==> src/hw/cdrs_pkg.sv <==
// Constants for the clock divide and reset sequencer
// How it works
// - Clock select zero gives external clock halved
// - Select bit one runs clocks undivided
// - Optional divide-by-16 prescaler, overall 32 possible
// - Cold start restores every register default
// - Cold start clears the warm-start flag
// - Delay timer counts the RC oscillator only
// - One-shot delay: power good, wake, watchdog
// - Wake uses delay only when bit five set
// - Watchdog retriggerable, resets at terminal count
// - Core held in reset during delay
package cdrs_pkg;
	// Bus and data widths
	localparam int WB_DW  = 32;
	localparam int WB_SW  = 4;
	localparam int WB_AW  = 6;
	localparam int REG_W  = 8;
	localparam int IDX_W  = 4;
	localparam int IDX_LSB = 2;
	// Register indices; byte address is four times the index
	localparam logic [IDX_W-1:0] IDX_P2   = 4'h1;
	localparam logic [IDX_W-1:0] IDX_CTRL = 4'h2;
	localparam logic [IDX_W-1:0] IDX_STAT = 4'h3;
	localparam logic [IDX_W-1:0] IDX_MASK = 4'h4;
	localparam logic [IDX_W-1:0] IDX_P5   = 4'h5;
	localparam logic [IDX_W-1:0] IDX_SMR  = 4'hB;
	// Reset values
	localparam logic [REG_W-1:0] SMR_RST  = 8'h20;
	localparam logic [REG_W-1:0] ZERO_RST = 8'h00;
	// Stop-recovery clock control fields
	localparam int SMR_PRE16 = 0;
	localparam int SMR_UNDIV = 1;
	localparam int SMR_DLY   = 5;
	localparam int SMR_WARM  = 7;
	// Own control register fields
	localparam int CTRL_WDT_EN  = 0;
	localparam int CTRL_KICK    = 1;
	localparam int CTRL_WDT_RUN = 2;
	// Interrupt status fields
	localparam int ST_COLD = 0;
	localparam int ST_WAKE = 1;
	localparam int ST_WDT  = 2;
	localparam int ST_DONE = 3;
	// Pin vector layout
	localparam int PIN_P2 = 0;
	localparam int PIN_P5 = 8;
	localparam int PIN_PG = 16;
	localparam int PIN_OSC = 17;
	localparam int PIN_RC = 18;
	localparam int PIN_W  = 19;
	// Divider
	localparam int PRE_W = 4;
	localparam logic [PRE_W-1:0] PRE_LAST = 4'hF;
	localparam int SLOW_DIV = 2;
	localparam int PRE_DIV  = 16;
	localparam int PER_W    = 6;
	// One-shot timers, counted in RC oscillator periods
	localparam int OS_W = 16;
	localparam int OS_LAST = 1;
	localparam int POR_TICKS_DEF = 1024;
	localparam int WDT_TICKS_DEF = 4096;
endpackage

==> src/hw/cdrs_if.sv <==
// Carriers between the sequencer and its divider and timers
`timescale 1ns/100ps
`default_nettype none
interface cdrs_div_if;
	logic ext_tick;
	logic undiv;
	logic pre16;
	logic clk_en;
	modport ctl (output ext_tick, output undiv, output pre16, input clk_en);
	modport dv (input ext_tick, input undiv, input pre16, output clk_en);
endinterface

interface cdrs_os_if;
	logic tick;
	logic start;
	logic busy;
	logic done;
	modport ctl (output tick, output start, input busy, input done);
	modport cnt (input tick, input start, output busy, output done);
endinterface
`default_nettype wire

==> src/hw/cdrs_top.sv <==
// Clock divide and reset sequencer with Wishbone registers
//
// Our own choice: the Wishbone interface to the registers.
`timescale 1ns/100ps
`default_nettype none
module cdrs_top
	import cdrs_pkg::*;
#(
	parameter logic [OS_W-1:0] POR_TICKS = OS_W'(POR_TICKS_DEF),
	parameter logic [OS_W-1:0] WDT_TICKS = OS_W'(WDT_TICKS_DEF)
) (
	// Clock and reset
	input  wire logic             clock,
	input  wire logic             sys_rst,
	// Wishbone slave
	input  wire logic             wb_cyc_i,
	input  wire logic             wb_stb_i,
	input  wire logic             wb_we_i,
	input  wire logic [WB_AW-1:0] wb_adr_i,
	input  wire logic [WB_SW-1:0] wb_sel_i,
	input  wire logic [WB_DW-1:0] wb_dat_i,
	output logic      [WB_DW-1:0] wb_dat_o,
	output logic                  wb_ack_o,
	// Pins
	input  wire logic             oscillator_input,
	input  wire logic             rc_oscillator,
	input  wire logic             power_good,
	input  wire logic [REG_W-1:0] port2_pins,
	input  wire logic [REG_W-1:0] port5_pins,
	// Core side
	input  wire logic             stop_mode,
	output logic                  sys_clk_en,
	output logic                  counter_clock_en,
	output logic                  core_reset,
	output logic                  irq
);
	logic [PIN_W-1:0] s1;
	logic [PIN_W-1:0] s2;
	logic [PIN_W-1:0] s3;
	logic [PIN_W-1:0] lvl;
	logic [PIN_W-1:0] lvl_q;
	logic [REG_W-1:0] stop_recovery_clock_control;
	logic [REG_W-1:0] p2sel;
	logic [REG_W-1:0] p5sel;
	logic [REG_W-1:0] stat;
	logic [REG_W-1:0] mask;
	logic             wdt_en;
	logic             wake_q;
	logic [REG_W-1:0] rd_byte;
	logic [REG_W-1:0] next_stat;

	cdrs_div_if div_if ();
	cdrs_os_if  por_if ();
	cdrs_os_if  wdt_if ();

	// Pin synchronisers; a change counts once stages two and three agree
	wire [PIN_W-1:0] pins = {rc_oscillator, oscillator_input,
		power_good, port5_pins, port2_pins};
	wire [PIN_W-1:0] moving = s2 ^ s3;

	always_ff @(posedge clock) begin
		if (sys_rst) begin
			s1 <= '0;
			s2 <= '0;
			s3 <= '0;
		end else begin
			s1 <= pins;
			s2 <= s1;
			s3 <= s2;
		end
	end

	always_ff @(posedge clock) begin
		if (sys_rst) begin
			lvl   <= '0;
			lvl_q <= '0;
		end else begin
			lvl   <= (s2 & ~moving) | (lvl & moving);
			lvl_q <= lvl;
		end
	end

	// Edges; both oscillators must run below a sixth of clock
	wire ext_tick = lvl[PIN_OSC] & ~lvl_q[PIN_OSC];
	wire rc_tick  = lvl[PIN_RC] & ~lvl_q[PIN_RC];
	wire pg_ok    = lvl[PIN_PG];
	wire pg_rise  = pg_ok & ~lvl_q[PIN_PG];
	wire cold     = ~pg_ok;

	// Stop-mode wake sources
	wire [REG_W-1:0] p2_lvl = lvl[PIN_P2 +: REG_W];
	wire [REG_W-1:0] p5_lvl = lvl[PIN_P5 +: REG_W];
	wire wake_hit  = stop_mode & (|(p2_lvl & p2sel) | |(p5_lvl & p5sel));
	wire wake_rise = wake_hit & ~wake_q;
	wire use_dly   = stop_recovery_clock_control[SMR_DLY];
	// Bypass holds reset only while the source stays active
	wire bypass    = wake_hit & ~use_dly;

	always_ff @(posedge clock) begin
		if (sys_rst)
			wake_q <= 1'b0;
		else
			wake_q <= wake_hit;
	end

	// Watchdog
	wire wr_kick;
	wire wdt_to  = wdt_if.done & wdt_en;
	wire por_go  = pg_rise | (wake_rise & use_dly) | wdt_to;

	assign wdt_if.tick  = rc_tick;
	assign wdt_if.start = wdt_en & (wr_kick | ~wdt_if.busy | core_reset);

	cdrs_oneshot #(
		.CW  (OS_W),
		.LEN (WDT_TICKS)
	) u_wdt (
		.clock   (clock),
		.sys_rst (sys_rst),
		.o       (wdt_if.cnt)
	);

	// Power-on delay, counted only by the RC oscillator
	assign por_if.tick  = rc_tick;
	assign por_if.start = por_go;

	cdrs_oneshot #(
		.CW  (OS_W),
		.LEN (POR_TICKS)
	) u_por (
		.clock   (clock),
		.sys_rst (sys_rst),
		.o       (por_if.cnt)
	);

	wire next_core_reset = cold | por_go | por_if.busy | bypass;

	always_ff @(posedge clock) begin
		if (sys_rst)
			core_reset <= 1'b1;
		else
			core_reset <= next_core_reset;
	end

	// Clock enables
	assign div_if.ext_tick = ext_tick;
	assign div_if.undiv    = stop_recovery_clock_control[SMR_UNDIV];
	assign div_if.pre16    = stop_recovery_clock_control[SMR_PRE16];

	cdrs_clkdiv u_div (
		.clock   (clock),
		.sys_rst (sys_rst),
		.d       (div_if.dv)
	);

	assign sys_clk_en       = div_if.clk_en;
	assign counter_clock_en = div_if.clk_en;

	// Wishbone decode; writes land on the edge that sees ack
	wire             req  = wb_cyc_i & wb_stb_i;
	wire [IDX_W-1:0] idx  = wb_adr_i[IDX_LSB +: IDX_W];
	wire [REG_W-1:0] wdat = wb_dat_i[REG_W-1:0];
	wire             wr   = req & wb_ack_o & wb_we_i & wb_sel_i[0];
	wire             wr_smr  = wr & (idx == IDX_SMR);
	wire             wr_p2   = wr & (idx == IDX_P2);
	wire             wr_p5   = wr & (idx == IDX_P5);
	wire             wr_ctrl = wr & (idx == IDX_CTRL);
	wire             wr_stat = wr & (idx == IDX_STAT);
	wire             wr_mask = wr & (idx == IDX_MASK);
	assign wr_kick = wr_ctrl & wdat[CTRL_KICK];

	wire [REG_W-1:0] ctrl_rd = (REG_W'(wdt_en) << CTRL_WDT_EN)
		| (REG_W'(wdt_if.busy) << CTRL_WDT_RUN);

	// Unmapped addresses read zero and ignore writes
	always_comb begin
		if (idx == IDX_SMR)
			rd_byte = stop_recovery_clock_control;
		else if (idx == IDX_P2)
			rd_byte = p2sel;
		else if (idx == IDX_P5)
			rd_byte = p5sel;
		else if (idx == IDX_CTRL)
			rd_byte = ctrl_rd;
		else if (idx == IDX_STAT)
			rd_byte = stat;
		else if (idx == IDX_MASK)
			rd_byte = mask;
		else
			rd_byte = ZERO_RST;
	end

	always_ff @(posedge clock) begin
		if (sys_rst) begin
			wb_ack_o <= 1'b0;
			wb_dat_o <= '0;
		end else begin
			wb_ack_o <= req & ~wb_ack_o;
			if (req & ~wb_ack_o)
				wb_dat_o <= WB_DW'(rd_byte);
		end
	end

	// Registers; power loss restores every default
	always_ff @(posedge clock) begin
		if (sys_rst || cold) begin
			stop_recovery_clock_control <= SMR_RST;
		end else begin
			if (wr_smr)
				stop_recovery_clock_control[SMR_WARM-1:0] <= wdat[SMR_WARM-1:0];
			if (wake_rise)
				stop_recovery_clock_control[SMR_WARM] <= 1'b1;
		end
	end

	always_ff @(posedge clock) begin
		if (sys_rst || cold) begin
			p2sel  <= ZERO_RST;
			p5sel  <= ZERO_RST;
			mask   <= ZERO_RST;
			wdt_en <= 1'b0;
		end else begin
			if (wr_p2)
				p2sel <= wdat;
			if (wr_p5)
				p5sel <= wdat;
			if (wr_mask)
				mask <= wdat;
			if (wr_ctrl)
				wdt_en <= wdat[CTRL_WDT_EN];
		end
	end

	// Interrupt status, write one to clear, a new event wins
	wire [REG_W-1:0] events = (REG_W'(pg_rise) << ST_COLD)
		| (REG_W'(wake_rise) << ST_WAKE)
		| (REG_W'(wdt_to) << ST_WDT)
		| (REG_W'(por_if.done) << ST_DONE);
	wire [REG_W-1:0] clr = wr_stat ? wdat : ZERO_RST;

	assign next_stat = (stat & ~clr) | events;

	always_ff @(posedge clock) begin
		if (sys_rst || cold)
			stat <= ZERO_RST;
		else
			stat <= next_stat;
	end

	// Next mask too, so irq never lags a mask write
	wire [REG_W-1:0] next_mask = wr_mask ? wdat : mask;

	// Power loss clears status and mask, so irq drops with them
	always_ff @(posedge clock) begin
		if (sys_rst || cold)
			irq <= 1'b0;
		else
			irq <= |(next_stat & next_mask);
	end
endmodule
`default_nettype wire

==> src/hw/cdrs_clkdiv.sv <==
// Glitch-free system and counter clock enable divider
`timescale 1ns/100ps
`default_nettype none
module cdrs_clkdiv
	import cdrs_pkg::*;
(
	// Clock and reset
	input  wire logic clock,
	input  wire logic sys_rst,
	// Divider carrier
	cdrs_div_if.dv    d
);
	logic             half;
	logic             act_undiv;
	logic             act_pre;
	logic [PRE_W-1:0] pre_cnt;
	logic [PER_W-1:0] seen;

	wire base    = d.ext_tick & (act_undiv | half);
	wire pre_end = pre_cnt == PRE_LAST;
	assign d.clk_en = base & (~act_pre | pre_end);

	// New selection only taken at a period boundary
	always_ff @(posedge clock) begin
		if (sys_rst) begin
			half      <= 1'b0;
			act_undiv <= 1'b0;
			act_pre   <= 1'b0;
			pre_cnt   <= '0;
		end else if (d.clk_en) begin
			half      <= 1'b0;
			act_undiv <= d.undiv;
			act_pre   <= d.pre16;
			pre_cnt   <= '0;
		end else if (d.ext_tick) begin
			half <= ~half;
			if (base)
				pre_cnt <= pre_cnt + 1'b1;
		end
	end

	// Helper for the period check
	always_ff @(posedge clock) begin
		if (sys_rst || d.clk_en)
			seen <= '0;
		else if (d.ext_tick)
			seen <= seen + 1'b1;
	end

	wire [PER_W-1:0] per_a = act_undiv ? PER_W'(1) : PER_W'(SLOW_DIV);
	wire [PER_W-1:0] exp_per = act_pre ? PER_W'(per_a * PRE_DIV) : per_a;
endmodule
`default_nettype wire

==> src/hw/cdrs_oneshot.sv <==
// Retriggerable one-shot counted by an external tick
`timescale 1ns/100ps
`default_nettype none
module cdrs_oneshot
	import cdrs_pkg::*;
#(
	parameter int            CW  = OS_W,
	parameter logic [CW-1:0] LEN = CW'(POR_TICKS_DEF)
) (
	// Clock and reset
	input  wire logic clock,
	input  wire logic sys_rst,
	// Timer carrier
	cdrs_os_if.cnt    o
);
	logic [CW-1:0] cnt;

	// Start while running reloads the count
	always_ff @(posedge clock) begin
		if (sys_rst) begin
			cnt    <= '0;
			o.busy <= 1'b0;
			o.done <= 1'b0;
		end else begin
			o.done <= 1'b0;
			if (o.start) begin
				cnt    <= LEN;
				o.busy <= 1'b1;
			end else if (o.busy && o.tick) begin
				cnt <= cnt - 1'b1;
				if (cnt == CW'(OS_LAST)) begin
					o.busy <= 1'b0;
					o.done <= 1'b1;
				end
			end
		end
	end
endmodule
`default_nettype wire

==> config.mk <==
export PLATFORM = sky130hd
export DESIGN_NAME = cdrs_top
export DESIGN_NICKNAME = d
export VERILOG_FILES = /design/src/hw/cdrs_pkg.sv /design/src/hw/cdrs_if.sv /design/src/hw/cdrs_top.sv /design/src/hw/cdrs_clkdiv.sv /design/src/hw/cdrs_oneshot.sv
export SDC_FILE = /design/constraint.sdc
export NUM_CORES = 1
export LEC_CHECK = 0
export BUFFER_PORTS_ARGS = -buffer_cell sky130_fd_sc_hd__clkbuf_2
export CORE_MARGIN = 2
export CORE_UTILIZATION = 40
export DETAILED_ROUTE_END_ITERATION = 8
export SYNTH_ARGS = -nofsm -noshare
export SYNTH_HDL_FRONTEND = slang
export SYNTH_SLANG_ARGS = --single-unit
==> constraint.sdc <==
create_clock -name clock -period 3 [get_ports clock]
set_clock_uncertainty 0.2 [all_clocks]
set_input_delay 0.3 -clock clock [delete_from_list [all_inputs] [get_ports clock]]
set_output_delay 0.3 -clock clock [all_outputs]
set_load 0.01 [all_outputs]
==> results.md <==
* Status: finished, final reports clean
* Worst slew pin tran at 0.9740 ns
* Worst-path cell chain: nor2b_1 -> o21a_1 -> a21boi_0 -> clkbuf_2
* FF-to-FF setup slack at 0.45 ns
* Die Footprint at 0.01794 mm²
* Post-route ant nets at 0
* Sequential share of the synthesized area at 51.87%
* Total grt overflow at 0
* Die H at 133.9 µm
* Iteration-0 DRC Markers at 333
* Via count at 5,126
* Count of final max-slew check failures at 0
* Max Freq at 0.3887 GHz
* Die width at 133.9 µm
* CTS root buf: clkbuf_16
* 1st-pass router iterations at 5
* Row count at 47
* Global-route wire length before repair at 23.67 mm
* Cell Pwr Density at 584.5 mW/mm²
* Routed len/inst at 13.67 µm
* # setup viols final at 0
* Port Buffers at 50
* Final hold vios at 0
* Minimum clock period at 2.573 ns
* Netlist cell types at 53
* CTS H-Tree Depth at 4
* Final period util at 85.76%
* Setup TNS at 0 ns
* Seq cells post-synth at 175
* Arr. time, crit path at 2.07 ns
* Core Footprint at 0.01652 mm²
* Sink Count at 175
* CTS tree: yes
* Worst Path Max Fanout at 6
* Leakage at 0.003187 µW
* Footprint of the multi-input gates at 0.002989 mm²
* Hold WC Path Type: input port to flop
* Post-Syn Instances at 727
* Ys flop type: dfxtp_1
* Reg clk slew, reported paths at 0.07 ns
* CP endpoint kind: primary output
* Clock insertion delay at the later pin of the skew report at 0.42 ns
* Ys Warns at 0
* All-Layer GR Usage at 16.51%
* Fin nets at 872
* CP peak stage delay at 0.55 ns
* Avg Vias per Cell at 4.962
* Avg Cell Area, Syn at 9.290 µm²
* WS Path Type: flop to primary output
* Critical Path Start Type: flop
* Max Cap Viol at 0
* Top-area cell type share of the netlist area at 51.87%
* Number of synthesized flops with an enable pin at 0
* Initial antenna violation count at 0
* DRT Wirelength at 14.12 mm
* Async set or reset register ratio after synthesis at 0%
* Starting Density at 40.87%
* Area grow syn2layout at 17.77%
* Number of global-route vias before repair at 4,870
* Top area cells in the synthesized netlist: dfxtp_1 (52%), nor2b_1 (5.8%), nor2_1 (5.1%), mux2i_1 (4.0%), a21oi_1 (3.6%)
* Rel. slew slack at 35.00%
* Leading area contributor after synthesis: dfxtp_1
* Fraction of layout cells with a size suffix above 1 at 12.55%
* Total CTS buffers at 17
* Peak VDD IR at 375.4 µV
* Synthesized cell area at 0.006754 mm²
* Longest Clk Path Bufs at 2
* Drc violations at 0
* Required @ worst endpoint at 2.50 ns
* Worst path slowest cell: a21boi_0
* Setup ws final at 0.4271 ns
* Gpl congestion at 0.8771
* Fill cells at 1,576
* Sequential cell area at 0.003503 mm²
* IO Count at 104
* Post-CTS setup buffers at 0
* Post-detail-place hpwl at 10.17 mm
* Largest net degree at the start of global routing at 95
* Setup WS pre-CTS at 0.4688 ns
* RSZ-0062 raised after global routing: no
* ANT cells at 0
[cell families after synthesis]
group | synth area share, %
AND/OR/NAND/NOR | 22.10
other | 0.05552
adder cells (fa/ha/maj) | 0.9263
multiplexers | 4.335
buffers and inverters | 5.150
AO/OA/AOI/OAI | 11.41
flip-flops | 51.87
XOR/XNOR | 4.150
[Yosys cell counts, types with 3 or more instances]
cell,count
o21ai_0,30
or3_1,9
ha_1,5
and2_1,6
nand2_1,63
inv_1,13
nor3b_1,4
a221oi_1,8
nor2b_1,63
nand2b_1,3
nor2_1,91
xor2_1,11
a22oi_1,4
nor4b_1,3
a21oi_1,49
nor4_1,6
o2111ai_1,3
buf_4,25
a31oi_1,5
a222oi_1,6
nand3_1,14
clkbuf_1,27
dfxtp_1,175
xnor2_1,21
nor3_1,9
a22o_1,5
mux2i_1,27
or4_1,4
nand4_1,3
[final timing paths]
check | to | start | cells past startpoint
min | stat[5] | wb_dat_i[5] | 2
max | sys_clk_en | flop | 4
max reg2reg | u_por.cnt[4] | p2sel[7] | 7
min reg2reg | s2[14] | s1[14] | 1
[where the power goes]
group / total, µW / switching (µW) / internal [µW]
sequential: 2370 / 11.0 / 2360
clock: 2110 / 926 / 1190
combinational: 169 / 99.0 / 69.8
total: 4650 / 1040 / 3610
[final cells by class]
class / instances / share of cell area (%)
Multi-Input combinational cell: 508 / 37.58
Inverter: 13 / 0.6135
Clock buffer: 20 / 5.616
Timing Repair Buffer: 85 / 7.142
Tap cell: 220 / 3.461
Clock inverter: 12 / 1.542
Sequential cell: 175 / 44.05
[placed cells by master (no fill, tap or decap), types with 4 or more instances in the layout]
master,netlist,layout
dfxtp_1,175,175
nor2_1,91,91
nor2b_1,63,63
nand2_1,63,63
a21oi_1,49,49
clkbuf_2,0,49
o21ai_0,30,30
mux2i_1,27,27
conb_1,1,24
dlygate4sd3_1,0,22
xnor2_1,21,21
clkbuf_16,0,17
nand3_1,14,14
inv_1,13,13
buf_4,25,13
xor2_1,11,11
nor3_1,9,9
or3_1,9,9
a221oi_1,8,8
and2_1,6,6
nor4_1,6,6
a222oi_1,6,6
inv_6,0,6
a31oi_1,5,5
a22o_1,5,5
ha_1,5,5
nor3b_1,4,4
or4_1,4,4
a22oi_1,4,4
[layer usage]
metal,part of all wire [%],GRT usage [%],up-vias
met3,6.1,5.064,18
met4,2.1,6.265,0
met5,0,0,-
met2,46,25.93,135
met1,46,21.38,2392
li1,-,-,2581
[worst max-delay path: cells and delay by family (launching register included)]
kind                   cells  cell delay (ns)
AOI/OAI and AO/OA          2             0.84
DFF                        1             0.35
buffers and inverters      1             0.24
and+or+nand+nor            1             0.22
[repair_timing]
action | CTS | global route
endpoints found under the hold margin | 22 | 0
hold buffers | 22 | 0
resized for setup | 0 | 0
[stage by stage]
step / area [µm²] / hold WS (ns) / total power (µW) / cells / util [%]
floorplan: 6840 / 0.1871 / 2529 / 750 / -
global route: 7954 / 0.01123 / 4827 / 1033 / 48.13
detailed placement: 7164 / 0.2204 / 2565 / 979 / 43.36
CTS: 7954 / 0.001345 / 4710 / 1033 / 48.13
finish: 7954 / 0.01343 / 4649 / 1033 / 48.13
global placement: 7164 / 0.2178 / 2562 / 979 / 43.36
Power figures use the tool's default switching activity.
